==> config.mk <==
export PLATFORM = sky130hd
export DESIGN_NAME = act_timing_top
export DESIGN_NICKNAME = d
export VERILOG_FILES = /design/src/common/act_pkg.sv /design/src/hdl/act_tick_div.sv /design/src/hdl/act_sample_timer.sv /design/src/hdl/act_timing_top.sv
export VERILOG_INCLUDE_DIRS = /design/src /design/src/common
export SDC_FILE = /design/constraint.sdc
export NUM_CORES = 1
export LEC_CHECK = 0
export ABC_AREA = 1
export BUFFER_PORTS_ARGS = -buffer_cell sky130_fd_sc_hd__buf_2
export CORE_ASPECT_RATIO = 0.6
export CORE_UTILIZATION = 47
export CTS_CLUSTER_SIZE = 25
export DETAILED_ROUTE_END_ITERATION = 7
export GPL_ROUTABILITY_DRIVEN = 0
export PLACE_DENSITY = 0.85
export SYNTH_ARGS = -nofsm -noshare
export SYNTH_HDL_FRONTEND = slang
export SYNTH_SLANG_ARGS = --single-unit
==> constraint.sdc <==
create_clock -name clk -period 1.7 [get_ports clk]
set_clock_uncertainty 0.2 [all_clocks]
set_input_delay 0.085 -clock clk [delete_from_list [all_inputs] [get_ports clk]]
set_output_delay 0.085 -clock clk [all_outputs]
set_load 0.005 [all_outputs]
==> src/common/act_defines.svh <==
// Register offsets, field positions, reset values and timing counts for the timing block
`ifndef ACT_DEFINES_SVH
`define ACT_DEFINES_SVH

`define ACT_OFS_TIMING      12'h000
`define ACT_OFS_TRIG        12'h004
`define ACT_OFS_STATUS      12'h008

`define ACT_SRC_BIT         15
`define ACT_SAMPLE_HI       12
`define ACT_SAMPLE_LO       8
`define ACT_DIV_HI          7
`define ACT_DIV_LO          0
`define ACT_TIMING_MASK     16'h9fff
`define ACT_TIMING_RST      16'h0000
`define ACT_TRIG_RST        3'h0
`define ACT_TRIG_AUTO       3'h7
`define ACT_DIV_MAX         8'h3f

`endif

==> src/common/act_pkg.sv <==
// Types shared by the converter timing block
package act_pkg;

	typedef struct packed {
		logic        conv_clock_source_select;
		logic [4:0]  auto_sample_duration;
		logic [7:0]  conv_clock_divider;
	} act_timing_t;

	typedef enum logic [1:0] {
		ACT_IDLE   = 2'b00,
		ACT_SAMPLE = 2'b01,
		ACT_DONE   = 2'b11
	} act_state_t;

	typedef struct packed {
		logic        psel;
		logic        penable;
		logic        pwrite;
		logic [11:0] paddr;
		logic [31:0] pwdata;
	} act_apb_req_t;

endpackage

==> src/hdl/act_tick_div.sv <==
// Programmable divider making the conversion-clock tick from the instruction cycle, or passing the RC tick through when use_rc is set
`timescale 1ns/1ns
`include "act_defines.svh"

module act_tick_div #(
	parameter int DIV_W = 8
) (
	// Clock and reset
	input  wire logic             clk,
	input  wire logic             reset_n,
	// Control
	input  wire logic             cyc_en,
	input  wire logic             rc_tick,
	input  wire logic             use_rc,
	input  wire logic [DIV_W-1:0] divider,
	// Tick out
	output logic                  tick
);

	typedef struct packed {
		logic [DIV_W-1:0] cnt;
		logic             tick;
	} act_div_state_t;

	act_div_state_t s_q;
	act_div_state_t s_d;

	always_comb begin
		s_d      = s_q;
		s_d.tick = 1'b0;
		if (use_rc) begin
			s_d.cnt  = '0;
			s_d.tick = rc_tick;                       // [RULE_01] [RULE_04]
		end else if (cyc_en) begin
			if (s_q.cnt >= divider) begin
				s_d.cnt  = '0;
				s_d.tick = 1'b1;                      // [RULE_03] [RULE_06]
			end else begin
				s_d.cnt = s_q.cnt + 1'b1;
			end
		end
	end

	always_ff @(posedge clk or negedge reset_n) begin
		if (!reset_n) begin
			s_q <= '0;
		end else begin
			s_q <= s_d;
		end
	end

	assign tick = s_q.tick;

endmodule

==> src/hdl/act_sample_timer.sv <==
// Counts the auto-sample interval in conversion-clock ticks
`timescale 1ns/1ns

module act_sample_timer #(
	parameter int CNT_W = 5
) (
	// Clock and reset
	input  wire logic             clk,
	input  wire logic             reset_n,
	// Control
	input  wire logic             start,
	input  wire logic             tick,
	input  wire logic [CNT_W-1:0] duration,
	// Status
	output logic                  busy,
	output logic                  done
);

	typedef struct packed {
		act_pkg::act_state_t st;
		logic [CNT_W-1:0]    cnt;
	} act_tmr_state_t;

	act_tmr_state_t s_q;
	act_tmr_state_t s_d;

	always_comb begin
		s_d = s_q;
		unique case (s_q.st)
			act_pkg::ACT_IDLE: begin
				if (start) begin
					s_d.cnt = duration;
					s_d.st  = (duration == '0) ? act_pkg::ACT_DONE : act_pkg::ACT_SAMPLE;
				end
			end
			act_pkg::ACT_SAMPLE: begin
				if (tick) begin
					if (s_q.cnt == {{(CNT_W-1){1'b0}}, 1'b1}) begin
						s_d.st = act_pkg::ACT_DONE;           // [RULE_02] [RULE_06]
					end
					s_d.cnt = s_q.cnt - 1'b1;
				end
			end
			act_pkg::ACT_DONE: begin
				s_d.st = act_pkg::ACT_IDLE;
			end
			default: begin
				s_d.st = act_pkg::ACT_IDLE;
			end
		endcase
	end

	always_ff @(posedge clk or negedge reset_n) begin
		if (!reset_n) begin
			s_q <= '{st: act_pkg::ACT_IDLE, cnt: '0};
		end else begin
			s_q <= s_d;
		end
	end

	assign busy = (s_q.st == act_pkg::ACT_SAMPLE);
	assign done = (s_q.st == act_pkg::ACT_DONE);

endmodule

==> src/hdl/act_timing_top.sv <==
// Converter clock-source, divider and auto-sample timing control with APB registers
//
// Design decisions made here: the APB slave port and the register addresses.
`timescale 1ns/1ns
`include "act_defines.svh"

//////////////////////////////////////////////////////////////////////////////////////////
// Behaviour
// RULE_01: Source bit one selects internal RC clock, zero derives from system clock.
// RULE_02: Five-bit sample field gives sample time of 0 to 31 conversion periods.
// RULE_03: Divider sets conversion period to cycle period times field plus one; 64+ reserved.
// RULE_04: Divider field is ignored while the internal RC clock is selected.
// RULE_05: Sample duration only acts when the trigger source equals 111.
// RULE_06: A tick each time the cycle counter reaches divider; sampling counts ticks.
module act_timing_top #(
	parameter int DIV_W = 8,
	parameter int SMP_W = 5
) (
	// Clock and reset
	input  wire logic        clk,
	input  wire logic        reset_n,
	// APB slave
	input  wire logic        psel,
	input  wire logic        penable,
	input  wire logic        pwrite,
	input  wire logic [11:0] paddr,
	input  wire logic [31:0] pwdata,
	output logic      [31:0] prdata,
	output logic             pready,
	output logic             pslverr,
	// Converter side
	input  wire logic        cyc_en,
	input  wire logic        rc_tick,
	input  wire logic        sample_start,
	output logic             conv_tick,
	output logic             auto_convert,
	output logic             sampling
);

	//////////////////////////////////////////////////////////////////////////////////////
	// State

	typedef struct packed {
		act_pkg::act_timing_t timing;
		logic [2:0]           conversion_trigger_source;
		logic [31:0]          prdata;
		logic                 pready;
		logic                 pslverr;
		logic                 conv_tick;
		logic                 auto_convert;
		logic                 sampling;
		logic                 reserved_div;
	} act_top_state_t;

	act_top_state_t    s_q;
	act_top_state_t    s_d;
	act_pkg::act_apb_req_t req;

	// Reset value of the 16-bit register, split into the packed fields
	localparam logic [15:0]          TIMING_RST_W = `ACT_TIMING_RST;
	localparam act_pkg::act_timing_t TIMING_RST   = '{
		conv_clock_source_select: TIMING_RST_W[`ACT_SRC_BIT],
		auto_sample_duration:     TIMING_RST_W[`ACT_SAMPLE_HI:`ACT_SAMPLE_LO],
		conv_clock_divider:       TIMING_RST_W[`ACT_DIV_HI:`ACT_DIV_LO]
	};

	logic              tick;
	logic              tmr_busy;
	logic              tmr_done;
	logic              auto_mode;
	logic              tmr_start;

	assign req = '{psel: psel, penable: penable, pwrite: pwrite, paddr: paddr,
		pwdata: pwdata};

	function automatic logic is_addr(input logic [11:0] a, input logic [11:0] ofs);
		return a == ofs;
	endfunction

	//////////////////////////////////////////////////////////////////////////////////////
	// Conversion clock and sample timer

	act_tick_div #(
		.DIV_W   (DIV_W)
	) u_div (
		.clk     (clk),
		.reset_n (reset_n),
		.cyc_en  (cyc_en),
		.rc_tick (rc_tick),
		.use_rc  (s_q.timing.conv_clock_source_select),   // [RULE_01]
		.divider (s_q.timing.conv_clock_divider),
		.tick    (tick)
	);

	assign auto_mode = (s_q.conversion_trigger_source == `ACT_TRIG_AUTO);
	assign tmr_start = sample_start & auto_mode;               // [RULE_05]

	act_sample_timer #(
		.CNT_W    (SMP_W)
	) u_tmr (
		.clk      (clk),
		.reset_n  (reset_n),
		.start    (tmr_start),
		.tick     (tick),
		.duration (s_q.timing.auto_sample_duration),       // [RULE_02]
		.busy     (tmr_busy),
		.done     (tmr_done)
	);

	//////////////////////////////////////////////////////////////////////////////////////
	// Register access and outputs

	always_comb begin
		logic access;
		logic [15:0] w16;
		access         = req.psel & req.penable;
		w16            = req.pwdata[15:0];
		s_d            = s_q;
		s_d.pready     = 1'b0;
		s_d.pslverr    = 1'b0;
		s_d.conv_tick  = tick;
		s_d.sampling   = tmr_busy;
		s_d.auto_convert = tmr_done & auto_mode;               // [RULE_05]
		if (req.psel && !req.penable) begin
			s_d.pready = 1'b1;
			s_d.prdata = '0;
			if (is_addr(req.paddr, `ACT_OFS_TIMING)) begin
				s_d.prdata[15:0] = {s_q.timing.conv_clock_source_select, 2'b00,
					s_q.timing.auto_sample_duration, s_q.timing.conv_clock_divider};
			end else if (is_addr(req.paddr, `ACT_OFS_TRIG)) begin
				s_d.prdata[2:0] = s_q.conversion_trigger_source;
			end else if (is_addr(req.paddr, `ACT_OFS_STATUS)) begin
				s_d.prdata[2:0] = {s_q.reserved_div, tmr_done, tmr_busy};
			end else begin
				s_d.pslverr = 1'b1;
			end
		end
		if (access && req.pwrite && s_q.pready) begin
			if (is_addr(req.paddr, `ACT_OFS_TIMING)) begin
				s_d.timing.conv_clock_source_select = w16[`ACT_SRC_BIT];
				s_d.timing.auto_sample_duration = w16[`ACT_SAMPLE_HI:`ACT_SAMPLE_LO];
				s_d.timing.conv_clock_divider = w16[`ACT_DIV_HI:`ACT_DIV_LO];
				s_d.reserved_div = (w16[`ACT_DIV_HI:`ACT_DIV_LO] > `ACT_DIV_MAX); // [RULE_03]
			end else if (is_addr(req.paddr, `ACT_OFS_TRIG)) begin
				s_d.conversion_trigger_source = req.pwdata[2:0];
			end
		end
	end

	always_ff @(posedge clk or negedge reset_n) begin
		if (!reset_n) begin
			s_q <= '0;
			s_q.timing <= TIMING_RST;
			s_q.conversion_trigger_source <= `ACT_TRIG_RST;
		end else begin
			s_q <= s_d;
		end
	end

	assign prdata       = s_q.prdata;
	assign pready       = s_q.pready;
	assign pslverr      = s_q.pslverr;
	assign conv_tick    = s_q.conv_tick;
	assign auto_convert = s_q.auto_convert;
	assign sampling     = s_q.sampling;

endmodule

=== After elaboration in Yosys (flattened, before gate mapping) ===
Cells that the tools add are included.

* Memory bits (read-only): 0
* RAM bits: 0
* Bits in latches: 0
* Word-level logic and storage cells: 63
* Memories: 0
* Bits in registers: 55
* Output and inout port bits: 37

* Bitwise operators: 4
* $add $sub $neg: 2
* $mul: 0
* Muxes and demuxes: 18
* Reduce and logical (&&, ||, !) cells: 13
* Shift-type cells: 0
* Eq/ne operators: 9
* Divide/modulo/power cells: 0
* Order comparisons: 2

{| class="wikitable"
|+ Operator list
! kind !! number
|-
| 9-bit two-way mux || 2
|-
| 7-bit two-way mux || 2
|-
| 13-bit two-way mux || 1
|-
| 12-bit by 3-bit == test with 1-bit output, second input constant || 1
|-
| 12-bit by 4-bit == test with 1-bit output, second input constant || 1
|-
| 12-bit zero test || 1
|-
| 5-bit one-hot mux with 2 select lines || 1
|-
| 3-bit two-way mux || 3
|-
| 3-bit AND reduction || 3
|-
| 8-bit by 1-bit adder with 8-bit output, second input constant || 1
|-
| 8-bit greater-or-equal comparator || 1
|-
| 8-bit by 6-bit > comparator with 1-bit output, second input constant || 1
|-
| 8-bit two-way mux || 1
|-
| 2-bit two-way mux || 3
|-
| 5-bit by 1-bit == test with 1-bit output, second input constant || 1
|-
| 5-bit zero test || 1
|-
| 5-bit by 1-bit subtractor with 5-bit output, second input constant || 1
|-
| 1-bit two-way mux || 4
|-
| 2-bit by 1-bit inequality test with 1-bit output, second input constant || 2
|-
| 2-bit one-hot mux with 2 select lines || 1
|-
| 2-bit nonzero test || 2
|-
| 1-bit AND || 3
|-
| 3-bit == test, second input constant || 1
|-
| 1-bit logical AND || 3
|-
| 7 further kinds || 7
|}

=== Longest topological paths before layout ===
* Depth after elaboration: 5
* Gate-level depth with buffers: 12
* Depth with buffers taken out: 12

=== Cells and area by module ===
A second synthesis with hierarchy kept.

* Cells, all modules: 402
* Area, all modules: 3,061.7 µm²

{| class="wikitable"
|+ By module, submodules not included
! module !! times used !! area each (µm²) !! sequential area each (µm²) !! cells each
|-
| act_timing_top || 1 || 1,836.8 || 925.9 || 219
|-
| act_tick_div || 1 || 744.5 || 225.2 || 108
|-
| act_sample_timer || 1 || 480.5 || 175.2 || 75
|}

=== Least setup slack after synthesis ===
Ideal clock, no wire load.

* Path type: reg-to-reg
* Start: register u_div.s_q[8] (netlist name)
* End: register u_div.s_q, in the netlist u_div.tick
* Library setup time: 0.117 ns
* Slack: 0.053 ns
* Stages on the path, launching flop included: 10
* Data arrival time: 1.331 ns
* Period minus slack after synthesis: 1.647 ns
* Data required time: 1.383 ns
* Cell sequence: dfrtp_1 > ha_1 > nand2_1 > inv_1 > nor2_1 > o21a_1 > clkbuf_1 > nand2_1 > nand2_1 > nand2_1

{| class="wikitable"
|+ RTL lines
! item !! RTL line !! source
|-
| start, declared || act_tick_div.sv:25 || <nowiki>act_div_state_t s_q;</nowiki>
|-
| start signal, assigned || act_tick_div.sv:46 || <nowiki>s_q <= '0;</nowiki>
|-
| start signal, assigned || act_tick_div.sv:48 || <nowiki>s_q <= s_d;</nowiki>
|}

=== Worst setup path after layout ===
* Start: register s_q[48] (netlist name)
* End: register u_div.s_q[6] (netlist name)

* Word-level cells in the longest chain between the ends: 4

{| class="wikitable"
|+ Ends and longest elaborated chain
! item !! RTL line !! source
|-
| start, declared || act_timing_top.sv:55 || <nowiki>act_top_state_t s_q;</nowiki>
|-
| 8-bit greater-or-equal comparator || act_tick_div.sv:35 || <nowiki>if (s_q.cnt >= divider) begin</nowiki>
|-
| 8-bit two-way mux || act_tick_div.sv:35 ||
|-
| 9-bit two-way mux || act_tick_div.sv:34 || <nowiki>end else if (cyc_en) begin</nowiki>
|-
| 9-bit two-way mux || act_tick_div.sv:31 || <nowiki>if (use_rc) begin</nowiki>
|}

No other way between the ends. The select of a mux whose other input is x is not followed.
A chain may end at the register's enable or synchronous reset.

==> run_results.csv <==
group,metric,value,unit
worst_setup_path,critPathMostFrequentCell,"nand2_1",
sta,post-route-min-period,1.626,ns
worst_setup_path,worst_r2r_path_depth,6,
sta,hold_viol,0,
hold_path,min_to,"pready",
cts,path_clk_slew,0.10,ns
worst_setup_path,cp-start-kind,"flop",
worst_setup_path,rrSetupSlack,0.07,ns
layout,fin_nets,513,
floorplanning,pin_count,89,
global_routing,grt_pass1_vias,2444,
synth,synth_edf_count,0,
sta,drv_slew,0,
global_routing,grt_usage,0.2087,
worst_setup_path,r2r-end,"u_div.s_q[6]",
worst_setup_path,arrival,1.62,ns
layout,final_area,3646,um^2
worst_setup_path,critical_path_required,1.70,ns
worst_setup_path,cpPeakStageDelay,0.35,ns
worst_setup_path,cp_cell_sequence,"inv_1, ha_1, nand2_1, o21a_2, nand4_1, nand2_1",
hold_path,min_from,"psel",
sta,tightest_slew,0.5640,ns
sta,fin_crit_sh,0.9562,
floorplanning,placementRows,22,
power_and_ir_drop,p_per_area,788.3,nW/um^2
synth,synthFlopType,"dfrtp_1",
power_and_ir_drop,p_leak,2.052,nW
synth,synth_seq_area_share,0.4430,
floorplanning,fp.dieW,105.0,um
cts,cts_tree,"done",
sta,hold_ws,0.008674,ns
cts,cts_sinks,53,
worst_setup_path,crit_type,"flop to flop",
floorplanning,coreArea,6138,um^2
placement,io_buffers,52,
routing,vias,2590,
synth,yosys_warnings,0,
routing,drc,0,
sta,max_freq,615.2,MHz
routing,ant_nets,0,
layout,drive_gt1_frac,0.2129,
layout,area_delta_synth_final,21.77,%
layout,mostFrequentLayoutCell,"nand2_1",
hold_path,whs_path_depth,4,
routing,wirelength,6651,um
routing,avgRoutedWirePerCell,12.43,um
global_routing,grt_pass1_wl,11020,um
cts,h-tree-depth,2,
layout,num_antenna_cells,0,
placement,dpl_cell_area,3282,um^2
placement,hpwl,4787,um
routing,vias_per_cell,4.841,
routing,first_pass_iters,5,
worst_setup_path,worstSetupEndpointType,"flop",
cts,cts_buffer_depth,2,
synth,async_reset_ff_frac,1.000,
layout,seqCellArea,1326,um^2
cts,clk_latency,0.31,ns
synth,syn_inst,376,
routing,drtIter0Drc,213,
worst_setup_path,slowest_stage,"dfrtp_1",
floorplanning,initial_core_util,0.4878,
global_routing,grt_overflow_total,0,
layout,most-common-layout-cells,"nand2_1 (120), dfrtp_1 (53), buf_2 (52)",
synth,synth_area_per_cell,7.963,um^2
sta,relSlewSlack,0.6226,
flow_run,drv_cap,0,
hold_path,hold_class,"input port to flop",
global_routing,antenna_found_initial,0,
synth,synth.distinct_cells,31,
layout,fillCellCount,560,
floorplanning,dieHeight,63.83,um
global_routing,grt_max_degree,38,
power_and_ir_drop,irDropWorstVdd,0.3745,mV
worst_setup_path,rr_startpoint,"s_q[48]",
cts,cts_root_buf,"clkbuf_8",
layout,multi_input_area,1324,um^2
sta,setup_viol,0,
floorplanning,dieArea,6704,um^2
cts,cts_buffers,5,
worst_setup_path,critPathMaxFanout,5,
run_status,status,"complete, no violations",
synth,syn_area,2994,um^2
synth,synth_seq_cells,53,
cell type report:
class | instances | area share
timing repair buffer | 87 | 0.1633
inverter | 42 | 0.04324
tap | 84 | 0.02883
multi-input combinational | 261 | 0.3631
clock inverter | 3 | 0.01887
sequential | 53 | 0.3638
clock buffer | 5 | 0.01887
critical path, delay by kind of cell, from the launching register on:
family                   cells  cell delay [ns]
flip-flops                   1             0.35
AND/OR/NAND/NOR              3             0.33
adder cells (fa/ha/maj)      1             0.29
AO/OA/AOI/OAI                1             0.29
buffers and inverters        1             0.06
cells by family after synthesis:
family	after synthesis	share of synthesized area
simple gates	188	0.2758
buf+inv	80	0.1483
flops	53	0.4430
compound gates	40	0.07689
fa+ha+maj	11	0.04597
xor+xnor	3	0.008777
other cells	1	0.001252
flip-flops by register name, summed over array words and instances (netlist names):
signal        count
pready            1
sampling          1
pslverr           1
s_q              18
prdata           14
u_div.tick        1
u_div.s_q         8
conv_tick         1
u_tmr.s_q         7
auto_convert      1
worst max-delay path by stage:
stage                      start      endpoint  slack, ns  depth (start not counted)
floorplan           u_div.s_q[8]    u_div.tick       0.05                          9
global route             s_q[41]    u_div.tick      -0.02                         11
finish                   s_q[48]  u_div.s_q[6]       0.07                          6
global placement         s_q[41]    u_div.tick       0.05                         11
CTS                      s_q[48]  u_div.s_q[6]       0.01                          8
detailed placement       s_q[48]  u_div.s_q[6]       0.03                          8
routing by layer:
layer  part of all wire  GRT usage  vias to the layer above  wire length (um)
met5                  0          0                        -                 0
met4             0.0069    0.05986                        0                46
met3              0.075    0.03878                        8               500
met2               0.45     0.3402                      111              2967
met1               0.47     0.2863                     1181              3136
li1                   -          -                     1290                 -
report_power, final:
part / total [mW] / internal (mW) / switching, mW
Clock: 1.03 / 0.593 / 0.434
Sequential: 1.34 / 1.31 / 0.0301
Combinational: 0.505 / 0.227 / 0.278
Total: 2.87 / 2.13 / 0.742
per-stage QoR:
| stage | total power [mW] | TNS [ns] | setup slack, ns | utilization | cells |
|---|---|---|---|---|---|
| 2_1_floorplan | 1.637 | 0 | 0.05252 | - | 393 |
| 3_3_place_gp | 1.806 | 0 | 0.05015 | 0.5347 | 507 |
| 3_5_place_dp | 1.828 | 0 | 0.03248 | 0.5347 | 507 |
| 4_1_cts | 2.889 | 0 | 0.01044 | 0.5881 | 534 |
| 5_1_grt | 3.014 | -0.02346 | -0.01706 | 0.5940 | 535 |
| 6_report | 2.874 | 0 | 0.07446 | 0.5940 | 535 |
Yosys cell counts (all sizes together), types with 2 or more instances:
cell type	count	area share
o21ai	29	0.055
nand2	122	0.16
clkbuf	2	0.0025
nor2	29	0.045
xor2	3	0.0088
nor3	3	0.010
inv	42	0.053
nand4	12	0.025
a21oi	6	0.010
o31ai	3	0.0075
dfrtp	53	0.44
ha	11	0.046
nand3	19	0.032
buf	36	0.093
repair_timing:
item                                   CTS  global route
hold buffers                            19             0
buffers inserted                         0             0
endpoints found under the hold margin   82             0
gates resized for setup                  0             9
setup endpoints to repair                0             9
Power figures use the tool's default switching activity.
